$ cat config.mk
export PLATFORM = sky130hd
export DESIGN_NAME = hul_uart_link
export DESIGN_NICKNAME = d
export VERILOG_FILES = /design/src/rtl/hul_pkg.sv /design/src/rtl/hul_uart_link.sv
export SDC_FILE = /design/constraint.sdc
export NUM_CORES = 1
export LEC_CHECK = 0
export ABC_AREA = 0
export BUFFER_PORTS_ARGS = -buffer_cell sky130_fd_sc_hd__buf_2
export CORE_ASPECT_RATIO = 0.9
export CORE_UTILIZATION = 65
export DETAILED_ROUTE_END_ITERATION = 16
export HOLD_SLACK_MARGIN = 0.06
export PLACE_DENSITY = 0.95
export SYNTH_ARGS = -nofsm -noshare
export SYNTH_HDL_FRONTEND = slang
export SYNTH_SLANG_ARGS = --single-unit
$ cat constraint.sdc
create_clock -name i_clk -period 8.65 [get_ports i_clk]
set_input_delay 1.73 -clock i_clk [delete_from_list [all_inputs] [get_ports i_clk]]
set_output_delay 1.73 -clock i_clk [all_outputs]
set_load 0.03 [all_outputs]
$ cat src/rtl/hul_pkg.sv
package hul_pkg;
  // clock and rates
  localparam int CLK_HZ = 25_000_000;
  localparam int CLK_MHZ = CLK_HZ / 1_000_000;
  localparam int OVERSAMPLE = 16;
  localparam int ACC_W = 16;
  localparam longint BAUD_125K = 125_000;
  localparam longint BAUD_250K = 250_000;
  localparam longint BAUD_500K = 500_000;
  localparam longint BAUD_1M = 1_000_000;
  // baud field codes
  localparam logic [1:0] BAUD_CODE_125K = 2'h0;
  localparam logic [1:0] BAUD_CODE_250K = 2'h1;
  localparam logic [1:0] BAUD_CODE_500K = 2'h2;
  localparam logic [1:0] BAUD_CODE_1M = 2'h3;
  // line timing, bit periods and microseconds
  localparam int BRK_MIN_BITS = 12;
  localparam int BRK_TICKS = BRK_MIN_BITS * OVERSAMPLE;
  localparam int T_RST_US = 100;
  localparam int RST_CYCLES = T_RST_US * CLK_MHZ;
  localparam int CNT_W = 16;
  // register addresses
  localparam logic [3:0] ADDR_LINK_CTRL = 4'h0;
  localparam logic [3:0] ADDR_HOLDOFF = 4'h1;
  localparam logic [3:0] ADDR_SER_FAULT = 4'h2;
  localparam logic [3:0] ADDR_XFER_FAULT = 4'h3;
  localparam logic [3:0] ADDR_LINK_STAT = 4'h4;
  // reset values
  localparam logic [7:0] HOLDOFF_RST = 8'h01;
  localparam logic TXEN_RST = 1'b1;
  localparam logic MDROP_RST = 1'b0;

  typedef struct packed {
    logic shared_bus_mode;
    logic transmitter_enable;
    logic [1:0] baud;
  } hul_ctrl_s;

  typedef struct packed {
    logic link_reset_detected;
    logic clear_detected;
    logic stop_err;
  } hul_fault_s;

  typedef struct packed {
    logic sof_err;
    logic wait_err;
  } hul_xfer_s;

  typedef enum logic [1:0] {
    HUL_IDLE = 2'b00,
    HUL_START = 2'b01,
    HUL_DATA = 2'b11,
    HUL_STOP = 2'b10
  } hul_state_e;

  // phase step giving sixteen ticks per bit at the chosen rate
  function automatic logic [ACC_W-1:0] inc_of(input logic [1:0] code);
    longint rate;
    rate = BAUD_1M;
    unique case (code)
      BAUD_CODE_125K: rate = BAUD_125K;
      BAUD_CODE_250K: rate = BAUD_250K;
      BAUD_CODE_500K: rate = BAUD_500K;
      BAUD_CODE_1M: rate = BAUD_1M;
    endcase
    return ACC_W'((rate * OVERSAMPLE * (64'd1 << ACC_W)) / CLK_HZ);
  endfunction : inc_of
endpackage : hul_pkg

$ cat src/rtl/hul_uart_link.sv
// Added by the designer: strobed register access and the register addresses.
`timescale 1ns/1ps
module hul_uart_link #(
  parameter int RST_CYC = hul_pkg::RST_CYCLES
) (
  // clock and reset
  input wire logic i_clk,
  input wire logic i_rst_n,
  // register port
  input wire logic [3:0] i_addr,
  input wire logic [7:0] i_wdata,
  input wire logic i_wr,
  input wire logic i_rd,
  output logic [7:0] o_rdata,
  // serial link
  input wire logic i_rx,
  output logic o_tx,
  // receive stream
  output logic [7:0] o_rx_data,
  output logic o_rx_valid,
  output logic o_rx_sof,
  // transmit stream
  input wire logic [7:0] i_tx_data,
  input wire logic i_tx_valid,
  output logic o_tx_ready,
  // frame layer and device status
  input wire logic i_frame_ok,
  input wire logic i_resp_pending,
  input wire logic i_sleep_mode,
  input wire logic [1:0] i_otp_baud,
  output logic o_resp_abort
);
  import hul_pkg::*;

  logic rst_meta_ff, rst_n_ff;
  logic rx_meta_ff, rx_sync_ff, rx_prev_ff;
  logic otp_done_ff;
  hul_ctrl_s ctrl_ff;
  logic [7:0] holdoff_ff;
  logic [1:0] baud_act_ff;
  hul_fault_s fault_ff;
  hul_xfer_s xfer_ff;
  logic [7:0] rdata_ff;
  logic [ACC_W-1:0] acc_ff;
  hul_state_e rx_st_ff, tx_st_ff;
  logic [3:0] rx_sub_ff, tx_sub_ff;
  logic [2:0] rx_bit_ff, tx_bit_ff;
  logic [7:0] rx_sh_ff, tx_sh_ff;
  logic [7:0] rx_data_ff;
  logic rx_valid_ff, sof_ff, tx_ff, abort_ff;
  logic [CNT_W-1:0] brk_cnt_ff, rst_cnt_ff;
  logic [3:0] hold_sub_ff;
  logic [7:0] hold_cnt_ff;

  // reset release through two flops
  always_ff @(posedge i_clk or negedge i_rst_n) begin
    if (!i_rst_n) begin
      rst_meta_ff <= 1'b0;
      rst_n_ff <= 1'b0;
    end else begin
      rst_meta_ff <= 1'b1;
      rst_n_ff <= rst_meta_ff;
    end
  end

  always_ff @(posedge i_clk or negedge rst_n_ff) begin
    if (!rst_n_ff) begin
      rx_meta_ff <= 1'b1;
      rx_sync_ff <= 1'b1;
      rx_prev_ff <= 1'b1;
    end else begin
      rx_meta_ff <= i_rx;
      rx_sync_ff <= rx_meta_ff;
      rx_prev_ff <= rx_sync_ff;
    end
  end

  wire [ACC_W:0] acc_sum = {1'b0, acc_ff} + {1'b0, inc_of(baud_act_ff)};
  wire tick = acc_sum[ACC_W];
  always_ff @(posedge i_clk or negedge rst_n_ff) begin
    if (!rst_n_ff) acc_ff <= '0;
    else acc_ff <= acc_sum[ACC_W-1:0];
  end

  // line low timers for clear and reset
  wire rx_low = !rx_sync_ff;
  wire brk_hit = rx_low && tick && (brk_cnt_ff == CNT_W'(BRK_TICKS - 1));
  wire rst_hit = rx_low && (rst_cnt_ff == CNT_W'(RST_CYC - 1));
  // reset also counts as a clear
  wire clr_evt = brk_hit || rst_hit;
  wire tx_busy = (tx_st_ff != HUL_IDLE);
  always_ff @(posedge i_clk or negedge rst_n_ff) begin
    if (!rst_n_ff) begin
      brk_cnt_ff <= '0;
      rst_cnt_ff <= '0;
    end else begin
      // count low ticks for clear, sixteen per bit period, and low clock cycles for reset
      if (!rx_low) brk_cnt_ff <= '0;
      else if (tick && brk_cnt_ff != CNT_W'(BRK_TICKS)) brk_cnt_ff <= brk_cnt_ff + 1'b1;
      if (!rx_low) rst_cnt_ff <= '0;
      else if (rst_cnt_ff != CNT_W'(RST_CYC)) rst_cnt_ff <= rst_cnt_ff + 1'b1;
    end
  end

  // register decode
  wire wr_ctrl = i_wr && (i_addr == ADDR_LINK_CTRL);
  wire wr_hold = i_wr && (i_addr == ADDR_HOLDOFF);
  wire wr_flt = i_wr && (i_addr == ADDR_SER_FAULT);
  wire wr_xfr = i_wr && (i_addr == ADDR_XFER_FAULT);

  // receiver sample points
  wire rx_mid = tick && (rx_sub_ff == 4'h7);
  wire rx_end = tick && (rx_sub_ff == 4'hF);
  wire stop_done = (rx_st_ff == HUL_STOP) && rx_end;
  wire stop_bad = stop_done && rx_low;
  wire rx_begin = (rx_st_ff == HUL_IDLE) && rx_low && rx_prev_ff && !tx_busy;

  always_ff @(posedge i_clk or negedge rst_n_ff) begin
    if (!rst_n_ff) begin
      rx_st_ff <= HUL_IDLE;
      rx_sub_ff <= '0;
      rx_bit_ff <= '0;
      rx_sh_ff <= '0;
    end else if (clr_evt) begin
      rx_st_ff <= HUL_IDLE;
    end else begin
      if (tick) rx_sub_ff <= rx_sub_ff + 1'b1;
      unique case (rx_st_ff)
        HUL_IDLE: begin
          rx_sub_ff <= '0;
          if (rx_begin) rx_st_ff <= HUL_START;
        end
        HUL_START: begin
          if (rx_mid) begin
            rx_sub_ff <= '0;
            rx_bit_ff <= '0;
            rx_st_ff <= rx_low ? HUL_DATA : HUL_IDLE;
          end
        end
        HUL_DATA: begin
          if (rx_end) begin
            rx_sh_ff <= {rx_sync_ff, rx_sh_ff[7:1]};
            rx_bit_ff <= rx_bit_ff + 1'b1;
            if (rx_bit_ff == 3'h7) rx_st_ff <= HUL_STOP;
          end
        end
        HUL_STOP: begin
          if (rx_end) rx_st_ff <= HUL_IDLE;
        end
      endcase
    end
  end

  // received byte and start-of-frame mark
  always_ff @(posedge i_clk or negedge rst_n_ff) begin
    if (!rst_n_ff) begin
      rx_data_ff <= '0;
      rx_valid_ff <= 1'b0;
      sof_ff <= 1'b0;
    end else begin
      rx_valid_ff <= stop_done && !stop_bad && !clr_evt;
      if (stop_done && !stop_bad) rx_data_ff <= rx_sh_ff;
      // next byte is start of frame
      sof_ff <= clr_evt;
    end
  end

  // hold-off counted in bit periods after last rx bit
  wire hold_bit = tick && (hold_sub_ff == 4'hF);
  wire hold_done = (hold_cnt_ff >= holdoff_ff);
  always_ff @(posedge i_clk or negedge rst_n_ff) begin
    if (!rst_n_ff) begin
      hold_sub_ff <= '0;
      hold_cnt_ff <= '0;
    end else if (rx_st_ff != HUL_IDLE) begin
      hold_sub_ff <= '0;
      hold_cnt_ff <= '0;
    end else begin
      if (tick) hold_sub_ff <= hold_sub_ff + 1'b1;
      if (hold_bit && hold_cnt_ff != 8'hFF) hold_cnt_ff <= hold_cnt_ff + 1'b1;
    end
  end

  // ready only after hold-off and with transmitter enabled
  assign o_tx_ready = (tx_st_ff == HUL_IDLE) && hold_done && ctrl_ff.transmitter_enable
                      && (rx_st_ff == HUL_IDLE) && !clr_evt && rx_sync_ff;
  wire tx_take = o_tx_ready && i_tx_valid;
  wire tx_bit = tick && (tx_sub_ff == 4'hF);
  // disable or clear/reset aborts at once
  wire tx_kill = !ctrl_ff.transmitter_enable || clr_evt;

  // transmitter
  always_ff @(posedge i_clk or negedge rst_n_ff) begin
    if (!rst_n_ff) begin
      tx_st_ff <= HUL_IDLE;
      tx_sub_ff <= '0;
      tx_bit_ff <= '0;
      tx_sh_ff <= '0;
      tx_ff <= 1'b1;
    end else if (tx_kill) begin
      tx_st_ff <= HUL_IDLE;
      tx_ff <= 1'b1;
    end else begin
      if (tick) tx_sub_ff <= tx_sub_ff + 1'b1;
      unique case (tx_st_ff)
        HUL_IDLE: begin
          tx_sub_ff <= '0;
          tx_ff <= 1'b1;
          if (tx_take) begin
            tx_sh_ff <= i_tx_data;
            tx_ff <= 1'b0;
            tx_st_ff <= HUL_START;
          end
        end
        HUL_START: begin
          if (tx_bit) begin
            tx_ff <= tx_sh_ff[0];
            tx_bit_ff <= '0;
            tx_st_ff <= HUL_DATA;
          end
        end
        HUL_DATA: begin
          if (tx_bit) begin
            tx_bit_ff <= tx_bit_ff + 1'b1;
            tx_sh_ff <= {1'b0, tx_sh_ff[7:1]};
            tx_ff <= (tx_bit_ff == 3'h7) ? 1'b1 : tx_sh_ff[1];
            if (tx_bit_ff == 3'h7) tx_st_ff <= HUL_STOP;
          end
        end
        HUL_STOP: begin
          if (tx_bit) tx_st_ff <= HUL_IDLE;
        end
      endcase
    end
  end

  // control registers, OTP baud caught after reset release
  always_ff @(posedge i_clk or negedge rst_n_ff) begin
    if (!rst_n_ff) begin
      otp_done_ff <= 1'b0;
      ctrl_ff <= '{shared_bus_mode: MDROP_RST, transmitter_enable: TXEN_RST, baud: BAUD_CODE_1M};
      holdoff_ff <= HOLDOFF_RST;
      baud_act_ff <= BAUD_CODE_1M;
    end else begin
      otp_done_ff <= 1'b1;
      if (wr_ctrl) ctrl_ff <= hul_ctrl_s'(i_wdata[3:0]);
      if (wr_hold) holdoff_ff <= i_wdata;
      if (!otp_done_ff) begin
        ctrl_ff.baud <= i_otp_baud;
        baud_act_ff <= i_otp_baud;
      end else if (rst_hit) begin
        baud_act_ff <= BAUD_CODE_250K;
      end else if (i_frame_ok) begin
        // commit after valid frame, code picks rate
        baud_act_ff <= wr_ctrl ? i_wdata[1:0] : ctrl_ff.baud;
      end
    end
  end

  // fault flag sources
  // break clear sets stop, not in sleep; link reset sets it always
  wire set_stop = ((stop_bad || brk_hit) && !i_sleep_mode) || rst_hit;
  wire pend = i_resp_pending || tx_busy;
  wire set_wait = clr_evt && pend && (ctrl_ff.shared_bus_mode || !tx_busy);
  // daisy clear during sending gives sof error
  wire set_sof = clr_evt && tx_busy && !ctrl_ff.shared_bus_mode;
  wire [2:0] flt_set = {rst_hit, clr_evt, set_stop};
  wire [1:0] xfr_set = {set_sof, set_wait};
  wire [2:0] flt_clr = wr_flt ? i_wdata[2:0] : 3'h0;
  wire [1:0] xfr_clr = wr_xfr ? i_wdata[1:0] : 2'h0;

  // write-one-clear, set wins
  always_ff @(posedge i_clk or negedge rst_n_ff) begin
    if (!rst_n_ff) begin
      fault_ff <= '0;
      xfer_ff <= '0;
      abort_ff <= 1'b0;
    end else begin
      fault_ff <= (fault_ff & ~flt_clr) | flt_set;
      xfer_ff <= (xfer_ff & ~xfr_clr) | xfr_set;
      abort_ff <= clr_evt && pend;
    end
  end

  wire [7:0] rd_mux = (i_addr == ADDR_LINK_CTRL) ? {4'h0, ctrl_ff} :
                      (i_addr == ADDR_HOLDOFF) ? holdoff_ff :
                      (i_addr == ADDR_SER_FAULT) ? {5'h00, fault_ff} :
                      (i_addr == ADDR_XFER_FAULT) ? {6'h00, xfer_ff} :
                      (i_addr == ADDR_LINK_STAT) ? {6'h00, baud_act_ff} : 8'h00;
  always_ff @(posedge i_clk or negedge rst_n_ff) begin
    if (!rst_n_ff) rdata_ff <= '0;
    else if (i_rd) rdata_ff <= rd_mux;
  end

  assign o_rdata = rdata_ff;
  assign o_tx = tx_ff;
  assign o_rx_data = rx_data_ff;
  assign o_rx_valid = rx_valid_ff;
  assign o_rx_sof = sof_ff;
  assign o_resp_abort = abort_ff;

  // checks
  AST_STOP_FLAG: assert property (@(posedge i_clk) disable iff (!rst_n_ff)
    stop_bad && !i_sleep_mode |=> fault_ff.stop_err) else $error("stop error not flagged");
  AST_BRK_CLEAR: assert property (@(posedge i_clk) disable iff (!rst_n_ff)
    brk_hit |=> fault_ff.clear_detected && o_rx_sof && rx_st_ff == HUL_IDLE) else $error("clear not acted on");
  AST_BRK_STOP: assert property (@(posedge i_clk) disable iff (!rst_n_ff)
    brk_hit && !i_sleep_mode |=> fault_ff.stop_err) else $error("clear without stop error");
  AST_SLEEP_CLR: assert property (@(posedge i_clk) disable iff (!rst_n_ff)
    brk_hit && i_sleep_mode && !rst_hit && !fault_ff.stop_err |=> fault_ff.clear_detected && !fault_ff.stop_err)
    else $error("stop error set in sleep");
  AST_TX_OFF: assert property (@(posedge i_clk) disable iff (!rst_n_ff)
    !ctrl_ff.transmitter_enable |=> o_tx && !tx_busy) else $error("tx active while disabled");
  AST_RST_BAUD: assert property (@(posedge i_clk) disable iff (!rst_n_ff)
    rst_hit && otp_done_ff |=> baud_act_ff == BAUD_CODE_250K && fault_ff.link_reset_detected
    && $stable(ctrl_ff.baud)) else $error("reset baud not 250k");
  AST_HALF_DUPLEX: assert property (@(posedge i_clk) disable iff (!rst_n_ff)
    tx_busy && rx_st_ff == HUL_IDLE |=> rx_st_ff == HUL_IDLE) else $error("rx started during tx");
  AST_HOLDOFF: assert property (@(posedge i_clk) disable iff (!rst_n_ff)
    tx_take |-> hold_cnt_ff >= holdoff_ff) else $error("tx before hold-off");
  AST_ABORT_TX: assert property (@(posedge i_clk) disable iff (!rst_n_ff)
    clr_evt && tx_busy |=> !tx_busy ##1 o_tx) else $error("tx not aborted");
  AST_MDROP_WAIT: assert property (@(posedge i_clk) disable iff (!rst_n_ff)
    clr_evt && ctrl_ff.shared_bus_mode && pend |=> xfer_ff.wait_err && o_resp_abort)
    else $error("multidrop wait error missing");
  AST_STATUS: assert property (@(posedge i_clk) disable iff (!rst_n_ff)
    i_rd && i_addr == ADDR_LINK_STAT |=> o_rdata[1:0] == $past(baud_act_ff)) else $error("baud status wrong");
endmodule : hul_uart_link

==> metrics.csv <==
metric,value,unit
crit_path_start_kind,flop,
rr_worst_depth,17,
die_area,12500,sq um
postCtsSetupBuffers,0,
dp.cells,974,
dr.pass1.iters,7,
syn_to_final_growth,12.1,%
htree_levels,4,
critPathArrivalTime,5.06,ns
period_needed,6.79,ns
crit_chain,"inv_1, ha_1, ha_1, nor2_1, nor2_1, o221ai_1, o22ai_1, or4_1, a21o_1, ha_1, o21ai_0, o21a_2, o211ai_4, a221oi_4, nand2_2, nor2_1, buf_2",
viasPerCell,6.36,
routedWlPerCell,17.8,um
cp_max_fo,12,
fin_area,8750,sq um
tns,0,ns
nets,916,
diodes,0,
synth_top_area_frac,0.414,
die_y,106,um
die_x,118,um
hpwlAfterDp,11300,um
synth_top_cell_by_area,dfrtp_1,
hold_ws,0.361,ns
io_buffer_count,51,
p_leak,4.08,nW
ys.flop_type,dfrtp_1,
synth_edf_count,0,
core,11600,sq um
dp_worst_setup_slack,2.53,ns
start_util,0.674,
min_from,rx_meta_ff$_DFF_PN1_,
fin_worst_skew,0.0158,ns
ys_async_sr_fraction,1.00,
ctsLongestPathBuffers,2,
ctsResizeCount,0,
drc,0,
synth_cell_types,71,
drive_above_1_share,0.186,
ff2ff_setup_slack,3.28,ns
cts_made_buffers,17,
finalWorstSetupSlack,1.86,ns
finalPower,2.18,mW
placementRows,37,
syn_area,7810,sq um
hold_end,rx_sync_ff$_DFF_PN1_,
hold_path.class,flop to flop,
worstPathRequired,6.92,ns
critPathKind,flop to output port,
setup_viol,0,
worst_slew_pin_slew,0.920,ns
postCtsHoldBufs,0,
fin_cells,1006,
dr_total_vias,6401,
rsz0062_at_grt,no,
placed_area,8180,sq um
synth_area_per_cell,9.89,sq um
relSlewSlack,0.386,
period_share,0.785,
wirelength,17900,um
cts.clk_slew.worst_paths,0.07,ns
r2r_start,baud_act_ff[0]$_DFFE_PN1P_,
ys_ff_latch,139,
max_freq,147,MHz
hold_violations,0,
syn_inst,789,
final_util,0.756,
crit_buf_inv,2,
routabilityCongestion,0.910,
status,"finished, final reports clean",
hold_depth,0,
synth-seq-area-share,0.447,
power.density,249,nW/um^2
gr-total-overflow,0,
ir_drop,167,uV
drv_cap,0,
layout_common_cells,"dfrtp_1 (128), nor2_1 (89), nand2_1 (61), buf_2 (51), ha_1 (47)",
ios,52,
grt_use_total,0.308,
grt_pass1_vias,6366,
critical-path-top-delay-family,compound AO/OA/AOI/OAI gates,
ant_nets,0,
tritoncts,done,
synthTopCellsByArea,"dfrtp_1 (41%), ha_1 (7.5%), mux2_2 (6.5%)",
finalMaxSlewViolations,0,
grt_max_degree,74,
grt_pass1_wl,30500,um
end_kind,output port,
critPathSlowestCell,dfstp_2,
ys_warn_count,0,
layout_commonest_cell,dfrtp_1,
critPathMaxStageDelay,0.60,ns
drt_iter0_drc,664,
insertion_delay,0.43,ns
r2r-end,o_rx_data[3]$_DFFE_PN0P_,
antenna_found_initial,0,
cts-root-buf,clkbuf_16,
clock_sinks,139,
cells in the mapped netlist, drive strengths merged, types with 19 or more instances:
master,count
inv,38
ha,47
nand2,62
clkbuf,19
mux2,46
dfrtp,129
nor2,89
and3,22
a21oi,37
nand3,43
o21ai,38
xnor2,21
xor2,34
layer usage:
layer | track usage | routed length, um | share of wire
met3 | 0.0703 | 1160 | 0.065
met4 | 0.154 | 634 | 0.035
met2 | 0.507 | 8750 | 0.49
met5 | 0 | 0 | 0
met1 | 0.386 | 7360 | 0.41
power by group:
part | total, mW | switching (mW) | internal (mW)
combinational | 0.663 | 0.400 | 0.263
clock | 0.714 | 0.289 | 0.425
sequential | 0.805 | 0.0679 | 0.737
total | 2.18 | 0.757 | 1.43
state kept, by name (all words and copies together), names as in the netlist, 3 cells and up:
register,cells
tx_sh_ff,8
rx_sh_ff,8
o_rdata,8
acc_ff,16
hold_cnt_ff,8
rx_bit_ff,3
ctrl_ff,4
rx_sub_ff,4
tx_bit_ff,3
tx_sub_ff,4
holdoff_ff,8
fault_ff,3
hold_sub_ff,4
rst_cnt_ff,16
brk_cnt_ff,16
o_rx_data,8
worst max path at each step:
stage,start,slack [ns],to,depth (start not counted)
finish,baud_act_ff[0]$_DFFE_PN1P_,1.86,o_tx_ready,17
global route,baud_act_ff[0]$_DFFE_PN1P_,1.58,o_tx_ready,17
CTS,baud_act_ff[0]$_DFFE_PN1P_,1.91,o_tx_ready,17
detailed placement,baud_act_ff[0]$_DFFE_PN1P_,2.53,o_tx_ready,17
global placement,baud_act_ff[0]$_DFFE_PN1P_,2.65,o_tx_ready,17
floorplan,baud_act_ff[0]$_DFFE_PN1P_,2.90,o_tx_ready,16
layout make-up:
class / instances / area, sq um
clock buffer: 19 / 433
clock inverter: 13 / 143
fill: 676 / 2820
inverter: 38 / 145
multi-input combinational: 588 / 4070
sequential: 139 / 3490
tap: 156 / 195
timing repair buffer: 53 / 270
kinds of logic (layout without fill, tap and decap cells):
family          count (synthesis)  count (layout)  synth area share
simple gates                  296             296             0.189
flops                         139             139             0.447
compound gates                131             131             0.113
buf+inv                        64             123            0.0324
xor+xnor                       55              55            0.0617
mux                            55              55            0.0784
fa+ha+maj                      48              48            0.0779
other cells                     1               3          0.000480
Note: power is estimated with default switching activity, not from simulation.
